<file path="src/core/aad_pkg.sv">
// shared constants and carrier types for the adapter address decode block
// assumes a single 200 MHz system clock and host pins that arrive unsynchronised
package aad_pkg;

   // host address line positions
   localparam int unsigned ADDR_W      = 16;
   localparam int unsigned A_BYTE      = 0;
   localparam int unsigned A_LVL_LO    = 0;
   localparam int unsigned A_LVL_HI    = 2;
   localparam int unsigned A_ZERO3     = 3;
   localparam int unsigned A_SPLIT4    = 4;
   localparam int unsigned A_ONE5      = 5;
   localparam int unsigned A_ONE6      = 6;
   localparam int unsigned A_ONE7      = 7;
   localparam int unsigned A_ZERO8     = 8;
   localparam int unsigned A_ONE9      = 9;
   localparam int unsigned A_NUM_LO    = 10;
   localparam int unsigned A_NUM_HI    = 11;
   localparam int unsigned A_WORD_LO   = 12;
   localparam int unsigned A_WORD_HI   = 14;
   localparam int unsigned A_BANK      = 15;

   // value of A4 that splits adapter window from shared interrupt address
   localparam logic        A4_ADAPTER  = 1'h0;
   localparam logic        A4_SHARED   = 1'h1;
   // adapter number field of the shared interrupt address (02Fx)
   localparam logic [1:0]  SHARED_NUM  = 2'h0;

   // legal interrupt levels
   localparam logic [2:0]  LEVEL_MIN   = 3'h3;
   localparam logic [2:0]  LEVEL_MAX   = 3'h7;

   // depth of the pin synchroniser
   localparam int unsigned SYNC_STAGES = 3;

   // raw host pins, all asynchronous to sys_clk_i
   typedef struct packed {
      logic [ADDR_W-1:0] addr;
      logic              aen;
      logic              ior_n;
      logic              iow_n;
      logic              reset_drv;
      logic              adapter_number_switch_1;
      logic              adapter_number_switch_0;
      logic [2:0]        irq_level;
   } aad_host_s;

   localparam int unsigned HOST_W = $bits(aad_host_s);

   // idle pin image used while the synchroniser is in reset
   localparam aad_host_s HOST_RST = '{
      addr:                    16'h0000,
      aen:                     1'h1,
      ior_n:                   1'h1,
      iow_n:                   1'h1,
      reset_drv:               1'h1,
      adapter_number_switch_1: 1'h0,
      adapter_number_switch_0: 1'h0,
      irq_level:               3'h3
   };

   // decoded and buffered control outputs
   typedef struct packed {
      logic       pre_select;
      logic       card_select;
      logic       irq_rearm;
      logic       buffered_reset_n;
      logic [2:0] word_select;
      logic       word_bank;
      logic       byte_select;
      logic       buffered_io_read_n;
      logic       buffered_io_write_n;
      logic       transfer_is_read;
      logic       transfer_is_write;
      logic       strobe_read_en;
      logic       strobe_write_en;
   } aad_ctrl_s;

   // output image after reset: host reset seen, everything else idle
   localparam aad_ctrl_s CTRL_RST = '{
      pre_select:          1'h0,
      card_select:         1'h0,
      irq_rearm:           1'h1,
      buffered_reset_n:    1'h0,
      word_select:         3'h0,
      word_bank:           1'h0,
      byte_select:         1'h0,
      buffered_io_read_n:  1'h1,
      buffered_io_write_n: 1'h1,
      transfer_is_read:    1'h0,
      transfer_is_write:   1'h1,
      strobe_read_en:      1'h0,
      strobe_write_en:     1'h0
   };

endpackage

</file>
<file path="src/core/aad_pin_sync.sv">
// three stage pin synchroniser with a two stage agreement filter
// assumes inputs are asynchronous levels; bits are filtered independently
`timescale 1ns/1ps
module aad_pin_sync #(
   parameter int unsigned       W       = 1,
   parameter logic [W-1:0]      RST_VAL = '0
) (
   // clock and reset
   input  wire logic            sys_clk_i,
   input  wire logic            resetn_i,
   // raw pins and filtered result
   input  wire logic [W-1:0]    pin_i,
   output logic      [W-1:0]    pin_o
);

   logic [W-1:0] meta_r;
   logic [W-1:0] stage2_r;
   logic [W-1:0] stage3_r;
   logic [W-1:0] out_r;
   logic [W-1:0] agree;

   // a bit moves only once the second and third stage agree
   assign agree = ~(stage2_r ^ stage3_r);

   // meta_r feeds stage2_r only, never any logic
   always_ff @(posedge sys_clk_i)
   begin
      if (!resetn_i)
      begin
         meta_r   <= RST_VAL;
         stage2_r <= RST_VAL;
         stage3_r <= RST_VAL;
         out_r    <= RST_VAL;
      end
      else
      begin
         meta_r   <= pin_i;
         stage2_r <= meta_r;
         stage3_r <= stage2_r;
         out_r    <= (agree & stage3_r) | (~agree & out_r);
      end
   end

   assign pin_o = out_r;

endmodule // aad_pin_sync

</file>
<file path="src/core/aad_decode.sv">
// address decode front end of the host I/O channel adapter
// assumes host pins arrive asynchronously and are held over the whole cycle
// pins reach the outputs five system clocks after they settle
`timescale 1ns/1ps
module aad_decode (
   // clock and reset
   input  wire logic                  sys_clk_i,
   input  wire logic                  resetn_i,
   // host channel pins and switches
   input  wire aad_pkg::aad_host_s    host_i,
   // decoded controls toward the strobe logic
   output aad_pkg::aad_ctrl_s         ctrl_o
);

   // synchronised host view
   aad_pkg::aad_host_s host_q;
   logic [aad_pkg::HOST_W-1:0] host_raw;
   logic [aad_pkg::HOST_W-1:0] host_flt;

   // output register and its next value
   aad_pkg::aad_ctrl_s ctrl_r;
   aad_pkg::aad_ctrl_s ctrl_nxt;

   // flatten the pin image for the width-generic filter
   assign host_raw = host_i;

   // pins cross into the system clock; the cycle is slow, so latency is free
   aad_pin_sync #(
      .W       (aad_pkg::HOST_W),
      .RST_VAL (aad_pkg::HOST_RST)
   ) aad_pin_sync_i (
      .sys_clk_i (sys_clk_i),
      .resetn_i  (resetn_i),
      .pin_i     (host_raw),
      .pin_o     (host_flt)
   );

   // back to named fields once filtered
   assign host_q = aad_pkg::aad_host_s'(host_flt);

   // named address fields, one wire per decoded line
   logic [aad_pkg::ADDR_W-1:0] addr;
   logic                       a0;
   logic                       a3;
   logic                       a4;
   logic                       a5;
   logic                       a6;
   logic                       a7;
   logic                       a8;
   logic                       a9;

   // fields wider than one line, and the one-line bank bit
   logic [1:0]                 num_field;
   logic [2:0]                 low_digit;
   logic [2:0]                 word_field;
   logic                       bank_bit;

   // filtered address, A15 down to A0
   assign addr       = host_q.addr;

   // lines shared by the adapter window and the shared interrupt address
   assign a3         = addr[aad_pkg::A_ZERO3];
   assign a5         = addr[aad_pkg::A_ONE5];
   assign a6         = addr[aad_pkg::A_ONE6];
   assign a7         = addr[aad_pkg::A_ONE7];
   assign a8         = addr[aad_pkg::A_ZERO8];
   assign a9         = addr[aad_pkg::A_ONE9];

   // lines that tell the adapter copies and the shared address apart
   assign a4         = addr[aad_pkg::A_SPLIT4];
   assign num_field  = addr[aad_pkg::A_NUM_HI:aad_pkg::A_NUM_LO];
   assign low_digit  = addr[aad_pkg::A_LVL_HI:aad_pkg::A_LVL_LO];

   // lines that only pass through toward the strobe logic
   assign a0         = addr[aad_pkg::A_BYTE];
   assign word_field = addr[aad_pkg::A_WORD_HI:aad_pkg::A_WORD_LO];
   assign bank_bit   = addr[aad_pkg::A_BANK];

   // switches and interrupt level
   logic [1:0] adapter_number;
   logic [2:0] irq_level;
   logic       level_low_ok;
   logic       level_high_ok;
   logic       level_legal;

   // command terms, active high inside the block
   logic       host_dma;
   logic       io_read;
   logic       io_write;
   logic       io_cmd;
   logic       host_reset;

   // switches are static, but still pass the filter with the other pins
   assign adapter_number = {host_q.adapter_number_switch_1,
                            host_q.adapter_number_switch_0};
   assign irq_level      = host_q.irq_level;

   // levels 0 to 2 are not wired to the shared line, so never match
   assign level_low_ok  = (irq_level >= aad_pkg::LEVEL_MIN);
   assign level_high_ok = (irq_level <= aad_pkg::LEVEL_MAX);
   assign level_legal   = level_low_ok & level_high_ok;

   // dma owns the channel while address enable is high
   assign host_dma = host_q.aen;

   // channel commands are active low; decode works on active high copies
   assign io_read    = ~host_q.ior_n;
   assign io_write   = ~host_q.iow_n;
   assign io_cmd     = io_read | io_write;
   assign host_reset = host_q.reset_drv;

   // preselect: bits shared by adapter window and shared interrupt
   logic common_ones;
   logic common_zeros;
   logic common_bits;
   logic pre_select;

   // lines that must read one, and lines that must read zero
   assign common_ones  = a9 & a7 & a6 & a5;
   assign common_zeros = ~a8 & ~a3;
   assign common_bits  = common_ones & common_zeros;
   assign pre_select   = common_bits & ~host_dma;

   // card select: adapter window 2E2..2E3 for this adapter number
   logic number_match;
   logic window_hit;
   logic card_select;

   // A2 and A1 are left undecoded, so the window aliases within its block
   assign number_match = (num_field == adapter_number);
   assign window_hit   = (a4 == aad_pkg::A4_ADAPTER);
   // the A4 split keeps shared interrupt accesses out of card select
   assign card_select  = pre_select & window_hit & number_match;

   // shared interrupt re-arm at 02Fx, x = configured level
   logic shared_split;
   logic shared_number;
   logic shared_hit;
   logic level_match;
   logic rearm_addr;

   // the shared address sits at adapter number zero with A4 set
   assign shared_split  = (a4 == aad_pkg::A4_SHARED);
   assign shared_number = (num_field == aad_pkg::SHARED_NUM);
   assign shared_hit    = shared_split & shared_number;
   // an unwired level voids the match whatever the low digit says
   assign level_match   = (low_digit == irq_level) & level_legal;
   // qualified by a command so a passing address alone does not re-arm
   assign rearm_addr    = pre_select & shared_hit & level_match & io_cmd;

   // buffered reset and re-arm at power-on
   logic buffered_reset_n;
   logic power_on_rearm;
   logic irq_rearm;

   // host reset is active high; the control logic wants it active low
   assign buffered_reset_n = ~host_reset;
   // re-arm stands for as long as the reset driver does, not one pulse
   assign power_on_rearm   = ~buffered_reset_n;
   assign irq_rearm        = rearm_addr | power_on_rearm;

   // buffered address, byte and command lines
   logic [2:0] word_select;
   logic       word_bank;
   logic       byte_select;
   logic       buffered_io_read_n;
   logic       buffered_io_write_n;

   // plain copies; gating is left to the strobe decode downstream
   assign word_select         = word_field;
   assign word_bank           = bank_bit;
   assign byte_select         = a0;
   assign buffered_io_read_n  = host_q.ior_n;
   assign buffered_io_write_n = host_q.iow_n;

   // transfer direction on the wide data bus
   logic transfer_is_read;
   logic transfer_is_write;

   // idle counts as write so the wide bus is never turned toward the host
   assign transfer_is_read  = io_read;
   assign transfer_is_write = ~transfer_is_read;

   // strobe enables for the control decode, gated by card select
   logic strobe_read_en;
   logic strobe_write_en;

   // both stay low while another card or the shared address is addressed
   assign strobe_read_en  = card_select & io_read;
   assign strobe_write_en = card_select & io_write;

   // next output image; purely combinational on a held cycle
   always_comb
   begin
      ctrl_nxt                     = aad_pkg::CTRL_RST;
      ctrl_nxt.pre_select          = pre_select;
      ctrl_nxt.card_select         = card_select;
      ctrl_nxt.irq_rearm           = irq_rearm;
      ctrl_nxt.buffered_reset_n    = buffered_reset_n;
      ctrl_nxt.word_select         = word_select;
      ctrl_nxt.word_bank           = word_bank;
      ctrl_nxt.byte_select         = byte_select;
      ctrl_nxt.buffered_io_read_n  = buffered_io_read_n;
      ctrl_nxt.buffered_io_write_n = buffered_io_write_n;
      ctrl_nxt.transfer_is_read    = transfer_is_read;
      ctrl_nxt.transfer_is_write   = transfer_is_write;
      ctrl_nxt.strobe_read_en      = strobe_read_en;
      ctrl_nxt.strobe_write_en     = strobe_write_en;
   end

   // registered outputs, so downstream never sees decode glitches;
   // a stable cycle still relies on the host holding its pins
   always_ff @(posedge sys_clk_i)
   begin
      if (!resetn_i)
         ctrl_r <= aad_pkg::CTRL_RST;
      else
         ctrl_r <= ctrl_nxt;
   end

   assign ctrl_o = ctrl_r;

endmodule // aad_decode

</file>
<file path="config.mk">
export PLATFORM = sky130hd
export DESIGN_NAME = aad_decode
export DESIGN_NICKNAME = d
export VERILOG_FILES = /design/src/core/aad_pkg.sv /design/src/core/aad_pin_sync.sv /design/src/core/aad_decode.sv
export SDC_FILE = /design/constraint.sdc
export NUM_CORES = 1
export LEC_CHECK = 0
export BUFFER_PORTS_ARGS = -buffer_cell sky130_fd_sc_hd__clkbuf_2
export CORE_MARGIN = 2
export CORE_UTILIZATION = 40
export CTS_BUF_LIST = sky130_fd_sc_hd__clkbuf_4 sky130_fd_sc_hd__clkbuf_8 sky130_fd_sc_hd__clkbuf_16
export DETAILED_ROUTE_END_ITERATION = 10
export PLACE_DENSITY = 0.58
export SETUP_SLACK_MARGIN = 0.3
export SLEW_MARGIN = 20
export SYNTH_ARGS = -nofsm -noshare
export SYNTH_HDL_FRONTEND = slang
export SYNTH_SLANG_ARGS = --single-unit
</file>
<file path="constraint.sdc">
create_clock -name sys_clk_i -period 2.75 [get_ports sys_clk_i]
set_input_delay 0.1375 -clock sys_clk_i [delete_from_list [all_inputs] [get_ports sys_clk_i]]
set_output_delay 0.1375 -clock sys_clk_i [all_outputs]
set_load 0.05 [all_outputs]
</file>
==> qor.yml <==
nFillCells: 740
core_mm2: 0.00826
synth-seq-cells: 114
routed_wl_um: 5020
hold_class: "input pin to flop"
synth_adder_area_share: 0
grt_pass1_vias: 2106
skew_ns: 0.00605
diodes: 0
powerDensity_mw_per_mm2: 892
yosys.area_share.simple: 0.205
synth_top_family_by_area: "simple AND/OR/NAND/NOR gates"
critPathTopFamily: "flip-flops"
first_pass_iters: 3
slew_headroom: 0.479
power.internal_w: 0.00336
swShare: 0.181
num_vias: 2195
yosysMostFrequentCell: "dfxtp_1"
avgSynthCellArea_um2: 11.1
portBuffers: 41
synth_area_leaders: "dfxtp_1 (67%), and2_1 (12%), a21boi_0 (4.2%)"
cp.required_ns: 2.61
clockPowerShare: 0.556
drc: 0
syn-num-nets: 334
critPathBufInv: 1
drt_iter0_drc: 67
tightest_slew_ns: 0.782
worstPathMaxFanout: 2
dpl.hpwl_um: 3050
ir_worst_vdd_uv: 669
setup-tns-final_ns: 0
rrSetupSlack_ns: 1.60
critPathMaxStageDelay_ns: 0.33
max_cap_violations: 0
hold_viol: 0
syn_area_mm2: 0.00342
cts_max_path_buffers: 2
cts_tree: "done"
nNetsFinal: 408
synth_cell_types: 28
critPathSlowestCell: "dfxtp_1"
ys_async_sr_fraction: 0
die_x_um: 96.5
die_h_um: 96.5
yosysTopAreaCellShare: 0.667
grt_pass1_wl_um: 8940
synth_top_cell_by_area: "dfxtp_1"
ys_seq_area_frac: 0.667
grt_max_degree: 49
worst_setup_path_start_kind: "flop"
critical_path.cell_chain: "clkbuf_2"
post_cts_buffers: 0
synth_edf_count: 0
htree_levels: 4
start_util: 0.414
cts.clk_slew.worst_paths_ns: 0.05
syn_to_final_growth_pct: 34.2
p_sw_w: 0.000739
ios: 42
antenna_found_initial: 0
cts_sinks: 114
rsz0062_at_grt: "false"
finalSetupViolCount: 0
drive_gt1_frac: 0.201
synthMuxAreaShare: 0
fin_crit_sh: 0.451
cts_resized: 0
ys_dominant_reg_cell: "dfxtp_1"
insertion_delay_ns: 0.50
period_needed_ns: 1.24
power.leakage_nw: 1.88
stdcell_area_mm2: 0.00459
track_usage: 0.129
synth_xor_area_frac: 0.0102
ctsHoldBuffers: 25
fin_util: 0.556
cp_data_arrival_time_ns: 1.10
status: "finished, final reports clean"
num_rows: 33
gp_congestion: 0.673
critical_path_class: "flop to output port"
routed_via_density: 4.40
synth_common_cells: "dfxtp_1 (114), and2_1 (63), o21ai_0 (25), nand2_1 (22)"
whs_ns: 0.319
root_buffer: "clkbuf_8"
synth_compound_area_frac: 0.0962
max_freq_ghz: 0.807
place_area_mm2: 0.00371
synthCells: 307
pwr-share-seq: 0.419
total_power_w: 0.00409
ys.warnings.count: 0
slew_violations: 0
cts_buffers: 17
die-area_mm2: 0.00930
worstSetupEndpointType: "output port"
combPwrFrac: 0.025
ant_nets: 0
grt_overflow: 0
routedWlPerCell_um: 10.1
## layout by cell type, fill, tap and decap left out, types with 5 or more instances in the layout
cell type and instances:
clkbuf_16 16, nor2_1 7, and2_1 63, dfxtp_1 114, dlygate4sd3_1 25, a21boi_0 19
a21oi_1 6, o21ai_0 25, nand2b_1 19, clkbuf_2 41, nand2_1 22, bufinv_16 5
## logic make-up (layout without fill, tap and decap cells)
group,after synthesis,after routing
compound gates,53,53
xor+xnor,4,4
buf+inv,16,103
flops,114,114
simple gates,120,120
## worst reg2reg max path: stages, from the launching register on
cell and delay, ns:
dfxtp_1 0.31, and4b_1 0.30, nand2_1 0.10, o41ai_2 0.34
## power groups by stage
stage	Combinational, W	Clock (W)	Sequential [W]
3_5_place_dp	0.0000750	0	0.00175
6_report	0.000102	0.00228	0.00172
2_1_floorplan	0.0000502	0	0.00175
5_1_grt	0.000115	0.00241	0.00172
3_3_place_gp	0.0000740	0	0.00175
4_1_cts	0.000103	0.00233	0.00172
## layer usage
metal  GRT usage  part of all wire  wire (µm)  vias to the layer above
li1            -                 -          -                     1139
met1       0.144              0.47       2350                      999
met4      0.0845             0.025        124                        0
met3      0.0520             0.047        236                       13
met5           0                 0          0                        -
met2       0.205              0.46       2310                       44
## per-stage QoR
step	worst slack (ns)	instances
6_report	1.51	499
5_1_grt	1.43	499
4_1_cts	1.48	499
3_5_place_dp	1.22	442
3_3_place_gp	1.24	442
2_1_floorplan	1.72	307
## final timing paths
| kind | startpoint | end | depth (start not counted) |
|---|---|---|---|
| max | ctrl_o[5] | ctrl_o[2] | 1 |
| min | resetn_i | aad_pin_sync_i.stage2_r[0] | 2 |
| max reg2reg | flop | ctrl_o[12] | 3 |
| min reg2reg | aad_pin_sync_i.meta_r[5] | aad_pin_sync_i.stage2_r[5] | 1 |
## area by class of cell
cell class	instances	area, µm²	share of cell area
clock inverters	11	185	0.0404
flip-flops and latches	114	2280	0.497
clock buffers	21	444	0.0968
well taps	105	131	0.0286
inverters	3	11.3	0.00245
repair buffers	68	470	0.103
multi-input cells	177	1060	0.232
No activity file was read; power rests on OpenSTA's default activity.
